### config.mk
export PLATFORM = sky130hd
export DESIGN_NAME = lbm_activity_monitor
export DESIGN_NICKNAME = d
export VERILOG_FILES = /design/src/logic/lbm_leak_timer.v /design/src/logic/lbm_activity_monitor.v
export VERILOG_INCLUDE_DIRS = /design/src /design/src/logic
export SDC_FILE = /design/constraint.sdc
export NUM_CORES = 1
export LEC_CHECK = 0
export BUFFER_PORTS_ARGS = -buffer_cell sky130_fd_sc_hd__buf_2
export CAP_MARGIN = 20
export CORE_UTILIZATION = 55
export CTS_BUF_LIST = sky130_fd_sc_hd__clkbuf_8
export DETAILED_ROUTE_END_ITERATION = 6
export GPL_TIMING_DRIVEN = 0
export PLACE_DENSITY_LB_ADDON = 0.2
export SLEW_MARGIN = 5
export SYNTH_ARGS = -nofsm -noshare
export SYNTH_HDL_FRONTEND = slang
export SYNTH_SLANG_ARGS = --single-unit
### constraint.sdc
create_clock -name ref_clk -period 6.14 [get_ports ref_clk]
set_clock_uncertainty 0.15 [all_clocks]
set_input_delay 0.921 -clock ref_clk [delete_from_list [all_inputs] [get_ports ref_clk]]
set_output_delay 0.921 -clock ref_clk [all_outputs]
set_load 0.05 [all_outputs]
### src/logic/lbm_map.vh
// register offsets, field layouts, reset values for the leaky bucket activity monitor
// assumes a 32-bit apb slave with one register per aligned word
`ifndef LBM_MAP_VH
`define LBM_MAP_VH
`define LBM_ADDR_W       8
`define LBM_OFF_SIZE     8'h00
`define LBM_OFF_LEAK     8'h04
`define LBM_OFF_UPPER    8'h08
`define LBM_OFF_LOWER    8'h0C
`define LBM_OFF_LEVEL    8'h10
`define LBM_OFF_STAT     8'h14
`define LBM_OFF_CLR      8'h18
`define LBM_OFF_IEN      8'h1C
`define LBM_RST_SIZE     8'h08
`define LBM_RST_LEAK     8'h01
`define LBM_RST_UPPER    8'h06
`define LBM_RST_LOWER    8'h04
`define LBM_LEAK_W       2
`define LBM_ST_RAISE     0
`define LBM_ST_CLEAR     1
`define LBM_ST_W         2
`endif

### src/logic/lbm_leak_timer.v
// leak timer: counts clean cycles and pulses when the programmed run is complete
// assumes cycle strobes from the same clock domain
`timescale 1ns/100ps
module lbm_leak_timer
(
	input  wire       ref_clk,
	input  wire       rst_n,
	input  wire       clkEn,
	input  wire       cycleTick,
	input  wire       faulty,
	input  wire [1:0] leakSel,
	output wire       leakPulse
);
	reg  [2:0] runCnt_r;
	wire [2:0] runLast;

	assign runLast   = {leakSel[1] & leakSel[0], leakSel[1], leakSel[1] | leakSel[0]};
	assign leakPulse = cycleTick & ~faulty & (runCnt_r >= runLast);

	always @(posedge ref_clk)
	begin
		if (!rst_n)
			runCnt_r <= 3'h0;
		else if (clkEn && cycleTick)
		begin
			if (faulty || leakPulse)
				runCnt_r <= 3'h0;
			else
				runCnt_r <= runCnt_r + 3'h1;
		end
	end
endmodule

### src/logic/lbm_activity_monitor.v
// leaky bucket activity monitor with apb registers and interrupt
// assumes cycle tick and fault verdict come from logic on ref_clk
//
// The placing of the registers and the APB interface to the registers were left to the implementer.
`timescale 1ns/100ps
`include "lbm_map.vh"

// What this block does
// - each faulty monitoring cycle adds one to the bucket.
// - each run of 1, 2, 4 or 8 clean cycles, chosen by the leak setting, takes one from the bucket.
// - the bucket never rises above the programmed maximum size.
// - the maximum size register is eight bits read/write resetting to 0x08.
// - the leak rate register is read/write resetting to 0x01.
// - reaching the lower threshold clears the alarm raised at the upper threshold.
module lbm_activity_monitor
(
	input  wire        ref_clk,
	input  wire        rst_n,
	input  wire        clkEn,
	input  wire        cycleTick,
	input  wire        inputFaulty,
	input  wire        psel,
	input  wire        penable,
	input  wire        pwrite,
	input  wire [7:0]  paddr,
	input  wire [31:0] pwdata,
	output wire        pready,
	output wire        pslverr,
	output reg  [31:0] prdata,
	output wire        alarm,
	output wire        irq
);
	// ************************************************************
	// registers
	// ************************************************************
	reg  [7:0]  sizeCfg_r;
	reg  [7:0]  leakCfg_r;
	reg  [7:0]  upperCfg_r;
	reg  [7:0]  lowerCfg_r;
	reg  [7:0]  bucket_r;
	reg  [7:0]  bucket_nxt;
	reg         alarm_r;
	reg         alarm_nxt;
	reg  [1:0]  status_r;
	reg  [1:0]  ien_r;
	reg  [31:0] rdMux;
	reg         hit;
	wire        selSize;
	wire        selLeak;
	wire        selUpper;
	wire        selLower;
	wire        selLevel;
	wire        selStat;
	wire        selClr;
	wire        selIen;
	wire        setupPhase;
	wire        wrEn;
	wire        leakPulse;
	wire [1:0]  leakSel;
	wire [1:0]  evt;
	wire [1:0]  clrMask;
	wire [1:0]  statusNxt;
	wire [1:0]  irqBit;

	// ************************************************************
	// apb access
	// ************************************************************
	assign selSize    = (paddr == `LBM_OFF_SIZE);
	assign selLeak    = (paddr == `LBM_OFF_LEAK);
	assign selUpper   = (paddr == `LBM_OFF_UPPER);
	assign selLower   = (paddr == `LBM_OFF_LOWER);
	assign selLevel   = (paddr == `LBM_OFF_LEVEL);
	assign selStat    = (paddr == `LBM_OFF_STAT);
	assign selClr     = (paddr == `LBM_OFF_CLR);
	assign selIen     = (paddr == `LBM_OFF_IEN);
	assign setupPhase = psel & ~penable;
	assign pready     = 1'b1;
	assign pslverr    = psel & penable & ~hit;
	assign wrEn       = psel & penable & pwrite & clkEn;

	always @*
	begin
		hit   = 1'b1;
		rdMux = 32'h0;
		if (selSize)
			rdMux = {24'h0, sizeCfg_r};
		else if (selLeak)
			rdMux = {24'h0, leakCfg_r};
		else if (selUpper)
			rdMux = {24'h0, upperCfg_r};
		else if (selLower)
			rdMux = {24'h0, lowerCfg_r};
		else if (selLevel)
			rdMux = {23'h0, alarm_r, bucket_r};
		else if (selStat)
			rdMux = {30'h0, status_r};
		else if (selIen)
			rdMux = {30'h0, ien_r};
		else if (!selClr)
			hit = 1'b0;
	end

	// ************************************************************
	// read data
	// ************************************************************
	always @(posedge ref_clk)
	begin
		if (!rst_n)
			prdata <= 32'h0;
		else if (clkEn && setupPhase && !pwrite)
			prdata <= rdMux;
	end

	// ************************************************************
	// configuration registers
	// ************************************************************

	always @(posedge ref_clk)
	begin
		if (!rst_n)
		begin
			sizeCfg_r  <= `LBM_RST_SIZE;
			leakCfg_r  <= `LBM_RST_LEAK;
			upperCfg_r <= `LBM_RST_UPPER;
			lowerCfg_r <= `LBM_RST_LOWER;
			ien_r      <= 2'h0;
		end
		else if (wrEn)
		begin
			case (paddr)
				`LBM_OFF_SIZE:  sizeCfg_r  <= pwdata[7:0];
				`LBM_OFF_LEAK:  leakCfg_r  <= pwdata[7:0];
				`LBM_OFF_UPPER: upperCfg_r <= pwdata[7:0];
				`LBM_OFF_LOWER: lowerCfg_r <= pwdata[7:0];
				`LBM_OFF_IEN:   ien_r      <= pwdata[1:0];
				default:        ien_r      <= ien_r;
			endcase
		end
	end

	// ************************************************************
	// bucket
	// ************************************************************
	assign leakSel = leakCfg_r[`LBM_LEAK_W-1:0];

	lbm_leak_timer uLeak
	(
		.ref_clk   (ref_clk),
		.rst_n     (rst_n),
		.clkEn     (clkEn),
		.cycleTick (cycleTick),
		.faulty    (inputFaulty),
		.leakSel   (leakSel),
		.leakPulse (leakPulse)
	);

	always @*
	begin
		bucket_nxt = bucket_r;
		if (cycleTick && inputFaulty)
		begin
			if (bucket_r < sizeCfg_r)
				bucket_nxt = bucket_r + 8'h01;
			else
				bucket_nxt = sizeCfg_r;
		end
		else if (leakPulse && bucket_r != 8'h00)
			bucket_nxt = bucket_r - 8'h01;
	end

	always @(posedge ref_clk)
	begin
		if (!rst_n)
			bucket_r <= 8'h00;
		else if (clkEn)
			bucket_r <= bucket_nxt;
	end

	// ************************************************************
	// alarm
	// ************************************************************
	always @*
	begin
		alarm_nxt = alarm_r;
		if (cycleTick)
		begin
			if (bucket_nxt >= upperCfg_r)
				alarm_nxt = 1'b1;
			else if (bucket_nxt <= lowerCfg_r)
				alarm_nxt = 1'b0;
		end
	end

	always @(posedge ref_clk)
	begin
		if (!rst_n)
			alarm_r <= 1'b0;
		else if (clkEn)
			alarm_r <= alarm_nxt;
	end

	// ************************************************************
	// status and interrupt
	// ************************************************************
	assign evt     = {alarm_r & ~alarm_nxt, ~alarm_r & alarm_nxt};
	assign clrMask = (wrEn && selClr) ? pwdata[1:0] : 2'h0;

	genvar gi;
	generate
		for (gi = 0; gi < `LBM_ST_W; gi = gi + 1)
		begin : gStat
			assign statusNxt[gi] = evt[gi] | (status_r[gi] & ~clrMask[gi]);
			assign irqBit[gi]    = status_r[gi] & ien_r[gi];
		end
	endgenerate

	always @(posedge ref_clk)
	begin
		if (!rst_n)
			status_r <= 2'h0;
		else if (clkEn)
			status_r <= statusNxt;
	end

	assign alarm = alarm_r;
	assign irq   = |irqBit;
endmodule

==> metrics.md <==
| Metric | Value |
|---|---|
| First-pass GRT wire length | `17500 um` |
| DRC | `0` |
| Final setup viols | `0` |
| Gr ovfl total | `0` |
| Vias per cell | `5.67` |
| Core Region | `6940 um^2` |
| Iteration-0 DRC Markers | `319` |
| Max-slew violation count | `0` |
| Top FF cell, synth | `dfxtp_1` |
| Outcome | `completed` |
| Clk pwr share | `36.3%` |
| Power Internal | `746 uW` |
| Slowest CP cell | `or4_1` |
| Post-synth ARST share | `0%` |
| Die width | `87.8 um` |
| Worst setup path class | `flop to flop` |
| Clock tree from TritonCTS | `done` |
| Final wirelength | `11000 um` |
| Die height | `87.8 um` |
| I/O Pins | `84` |
| Sw frac | `34.4%` |
| CTS root buf | `clkbuf_8` |
| Static Leakage | `2.00 nW` |
| Synth area leaders | `dfxtp_1, mux2i_1, ha_1, buf_4, nand2_1` |
| Worst Min Path Start | `prdata[8]` |
| Setup TNS | `0 ns` |
| Initial core utilization | `58.3%` |
| Max clock buf depth | `2` |
| Worst setup margin | `1.86 ns` |
| Clock sink total | `57` |
| Fmax achieved | `234 MHz` |
| Critical Path Most Common Cell | `ha_1` |
| Area Overhead vs Synth | `14.6%` |
| Placer Congestion | `0.895` |
| Dpl hpwl | `8310 um` |
| Mean post-synth cell area | `8.01 um^2` |
| Synth Warn # | `0` |
| Min-Delay Endpoint | `prdata[8]` |
| Final Hold Fails | `0` |
| Final hold slack | `0.308 ns` |
| Seq pwr share | `34.2%` |
| CP max FO | `10` |
| Setup slack, reg-to-reg | `1.86 ns` |
| Pre-CTS setup slack | `1.91 ns` |
| Vias | `3813` |
| Worst r2r src | `bucket_r[0]` |
| Worst-path clk slew | `0.07 ns` |
| First-pass DRT Iterations | `5` |
| Rel. slew slack | `54.4%` |
| IO Port Bufs | `32` |
| Largest net degree at the start of global routing | `11` |
| Critical path required time | `6.23 ns` |
| Post-synth EDFFs | `0` |
| Row Count | `30` |
| Routed Antenna Nets | `0` |
| Tot Pwr | `1.14 mW` |
| Post-Synthesis Cell Area | `4050 um^2` |
| Critical Path End Type | `flop` |
| Count leader, synth | `dfxtp_1` |
| Clock insertion delay at the later pin of the skew report | `0.35 ns` |
| Worst Tran Pin Value | `0.684 ns` |
| Reg2reg end | `alarm` |
| CP arrival | `4.37 ns` |
| Leading cell types by count after synthesis | `dfxtp_1, nand2_1, mux2i_1` |
| Max-cap viol count | `0` |
| # diodes | `0` |
| Distinct cells, synth | `64` |
| Cell area after layout | `4640 um^2` |
| Initial antenna violation count | `0` |
| Routed WL per cell | `16.3 um` |
| Vias in the first global route | `3571` |
| Post-synthesis sequential area ratio | `28.2%` |
| Global Route Usage Sum | `30.0%` |
| Fin nets | `649` |
| Combinational power share | `29.5%` |
| Period utilisation layout | `69.7%` |
| HP Class | `flop to flop` |
| VDD IR max | `0.208 mV` |
| Number of setup buffers added after CTS | `0` |
| Placed Area | `4410 um^2` |
| Cells on worst reg2reg path | `15` |
| Cell taking the most area after synthesis | `dfxtp_1` |
| Mapped Cells | `506` |
| Worst path top cell family by delay | `simple AND/OR/NAND/NOR gates` |
| Worst path max stage delay | `0.48 ns` |
| Pwr dens | `245 nW/um^2` |
| Startpoint Class | `flop` |
| CP Cell Sequence | `clkbuf_1, inv_1, ha_1, or3b_2, o21ai_1, nand2b_1, or4_1, xor2_1, mux2i_1, ha_1, nand4_1, or2_2, a221oi_1, o22ai_1, and2_1` |
| Sw power | `390 uW` |
| H-tree levels | `3` |
| Post-CTS Hold Fix Bufs | `0` |
| RSZ-0062 raised after global routing | `no` |
| Post-CTS sizing | `0` |
| Buf/Inv on CP | `2` |
| Die area | `7710 um^2` |
| Total CTS buffers | `9` |
| Yosys top cell area share | `28.2%` |
| Tmin final | `4.28 ns` |
| Share of layout cells above drive strength 1 | `14.9%` |
| Number of synthesized register bits | `57` |
| WHS Path Cells | `2` |
==> worst max-delay path by stage <==
stage / from / endpoint / slack [ns] / cells past startpoint
floorplan: cycleTick / alarm / 2.38 / 13
CTS: bucket_r[0] / alarm / 1.94 / 15
global route: sizeCfg_r[5] / alarm / 1.63 / 15
finish: bucket_r[0] / alarm / 1.86 / 15
global placement: cycleTick / alarm / 1.96 / 13
detailed placement: cycleTick / alarm / 1.91 / 13
==> kinds of logic (layout without fill, tap and decap cells) <==
| group | count (synthesis) | in the layout | share of synthesized area (%) |
|---|---|---|---|
| buffers and inverters | 88 | 136 | 10.8 |
| xor gates and xnor gates | 11 | 11 | 2.38 |
| muxes | 40 | 40 | 9.94 |
| DFF | 57 | 57 | 28.2 |
| other | 2 | 24 | 0.185 |
| AOI/OAI and AO/OA | 109 | 109 | 17.7 |
| adders and majority gates | 30 | 30 | 9.26 |
| and+or+nand+nor | 169 | 169 | 21.5 |
==> area by class of cell <==
class,count,area [um^2]
Sequential cell,57,1140
Buffer,56,318
Fill cell,610,2300
Tap cell,96,120
Multi-Input combinational cell,383,2550
Timing Repair Buffer,32,160
Inverter,32,120
Clock inverter,5,77.6
Clock buffer,11,151
==> cell usage in the layout, fill, tap and decap left out, types with 2 or more instances in the layout <==
| master | instances |
|---|---|
| clkinv_2 | 2 |
| buf_6 | 2 |
| o221a_1 | 3 |
| o2111ai_1 | 4 |
| clkbuf_1 | 27 |
| dfxtp_1 | 57 |
| nand3_1 | 25 |
| o21ai_0 | 26 |
| or2_2 | 2 |
| o211ai_1 | 9 |
| a211oi_1 | 3 |
| o31ai_1 | 4 |
| o221ai_1 | 2 |
| bufinv_16 | 2 |
| o21ai_1 | 2 |
| a21o_1 | 3 |
| xor2_1 | 9 |
| nand4_1 | 5 |
| nor2_4 | 2 |
| xnor2_1 | 2 |
| buf_2 | 34 |
| nand2b_1 | 5 |
| and3_1 | 8 |
| conb_1 | 24 |
| nor3_1 | 9 |
| mux2_1 | 2 |
| nand2_1 | 41 |
| a21oi_1 | 25 |
| a21boi_1 | 2 |
| buf_4 | 24 |
| inv_1 | 32 |
| and2_1 | 4 |
| or4_1 | 8 |
| nor2_1 | 35 |
| a31oi_1 | 10 |
| ha_1 | 30 |
| clkbuf_8 | 11 |
| nor2b_1 | 14 |
| mux2i_1 | 38 |
==> state kept, by name, indices dropped and copies added, names as in the netlist <==
signal          cells
alarm               1
sizeCfg_r           8
prdata              9
bucket_r            8
upperCfg_r          8
uLeak.runCnt_r      3
leakCfg_r           8
ien_r               2
lowerCfg_r          8
status_r            2
==> worst register-to-register path, stage by stage, from the launching register on <==
cell and delay, ns:
dfxtp_1 0.38, clkbuf_1 0.41, inv_1 0.13, ha_1 0.23, or3b_2 0.22, o21ai_1 0.11, nand2b_1 0.20, or4_1 0.48
xor2_1 0.19, mux2i_1 0.14, ha_1 0.38, nand4_1 0.12, or2_2 0.28, a221oi_1 0.42, o22ai_1 0.15, and2_1 0.18
==> per-layer routing <==
layer / wire length [um] / global-route usage, % / up-vias / part of all wire [%]
li1: - / - / 1876 / -
met3: 686 / 5.28 / 25 / 6.3
met2: 5070 / 49.8 / 133 / 46
met4: 263 / 10.6 / 0 / 2.4
met5: 0 / 0 / - / 0
met1: 4930 / 39.1 / 1779 / 45
==> power groups by stage <==
| stage | sequential [mW] | clock, mW | combinational, mW |
|---|---|---|---|
| 3_3_place_gp | 0.396 | 0 | 0.315 |
| 3_5_place_dp | 0.396 | 0 | 0.326 |
| 4_1_cts | 0.388 | 0.413 | 0.329 |
| 2_1_floorplan | 0.404 | 0 | 0.240 |
| 5_1_grt | 0.389 | 0.426 | 0.367 |
| 6_report | 0.388 | 0.412 | 0.336 |
==> metrics by stage <==
step | cells | util, %
detailed placement | 656 | 63.6
global placement | 656 | 63.6
global route | 672 | 66.9
floorplan | 528 | -
finish | 672 | 66.9
CTS | 672 | 66.9
(Power assumes the default switching activity.)
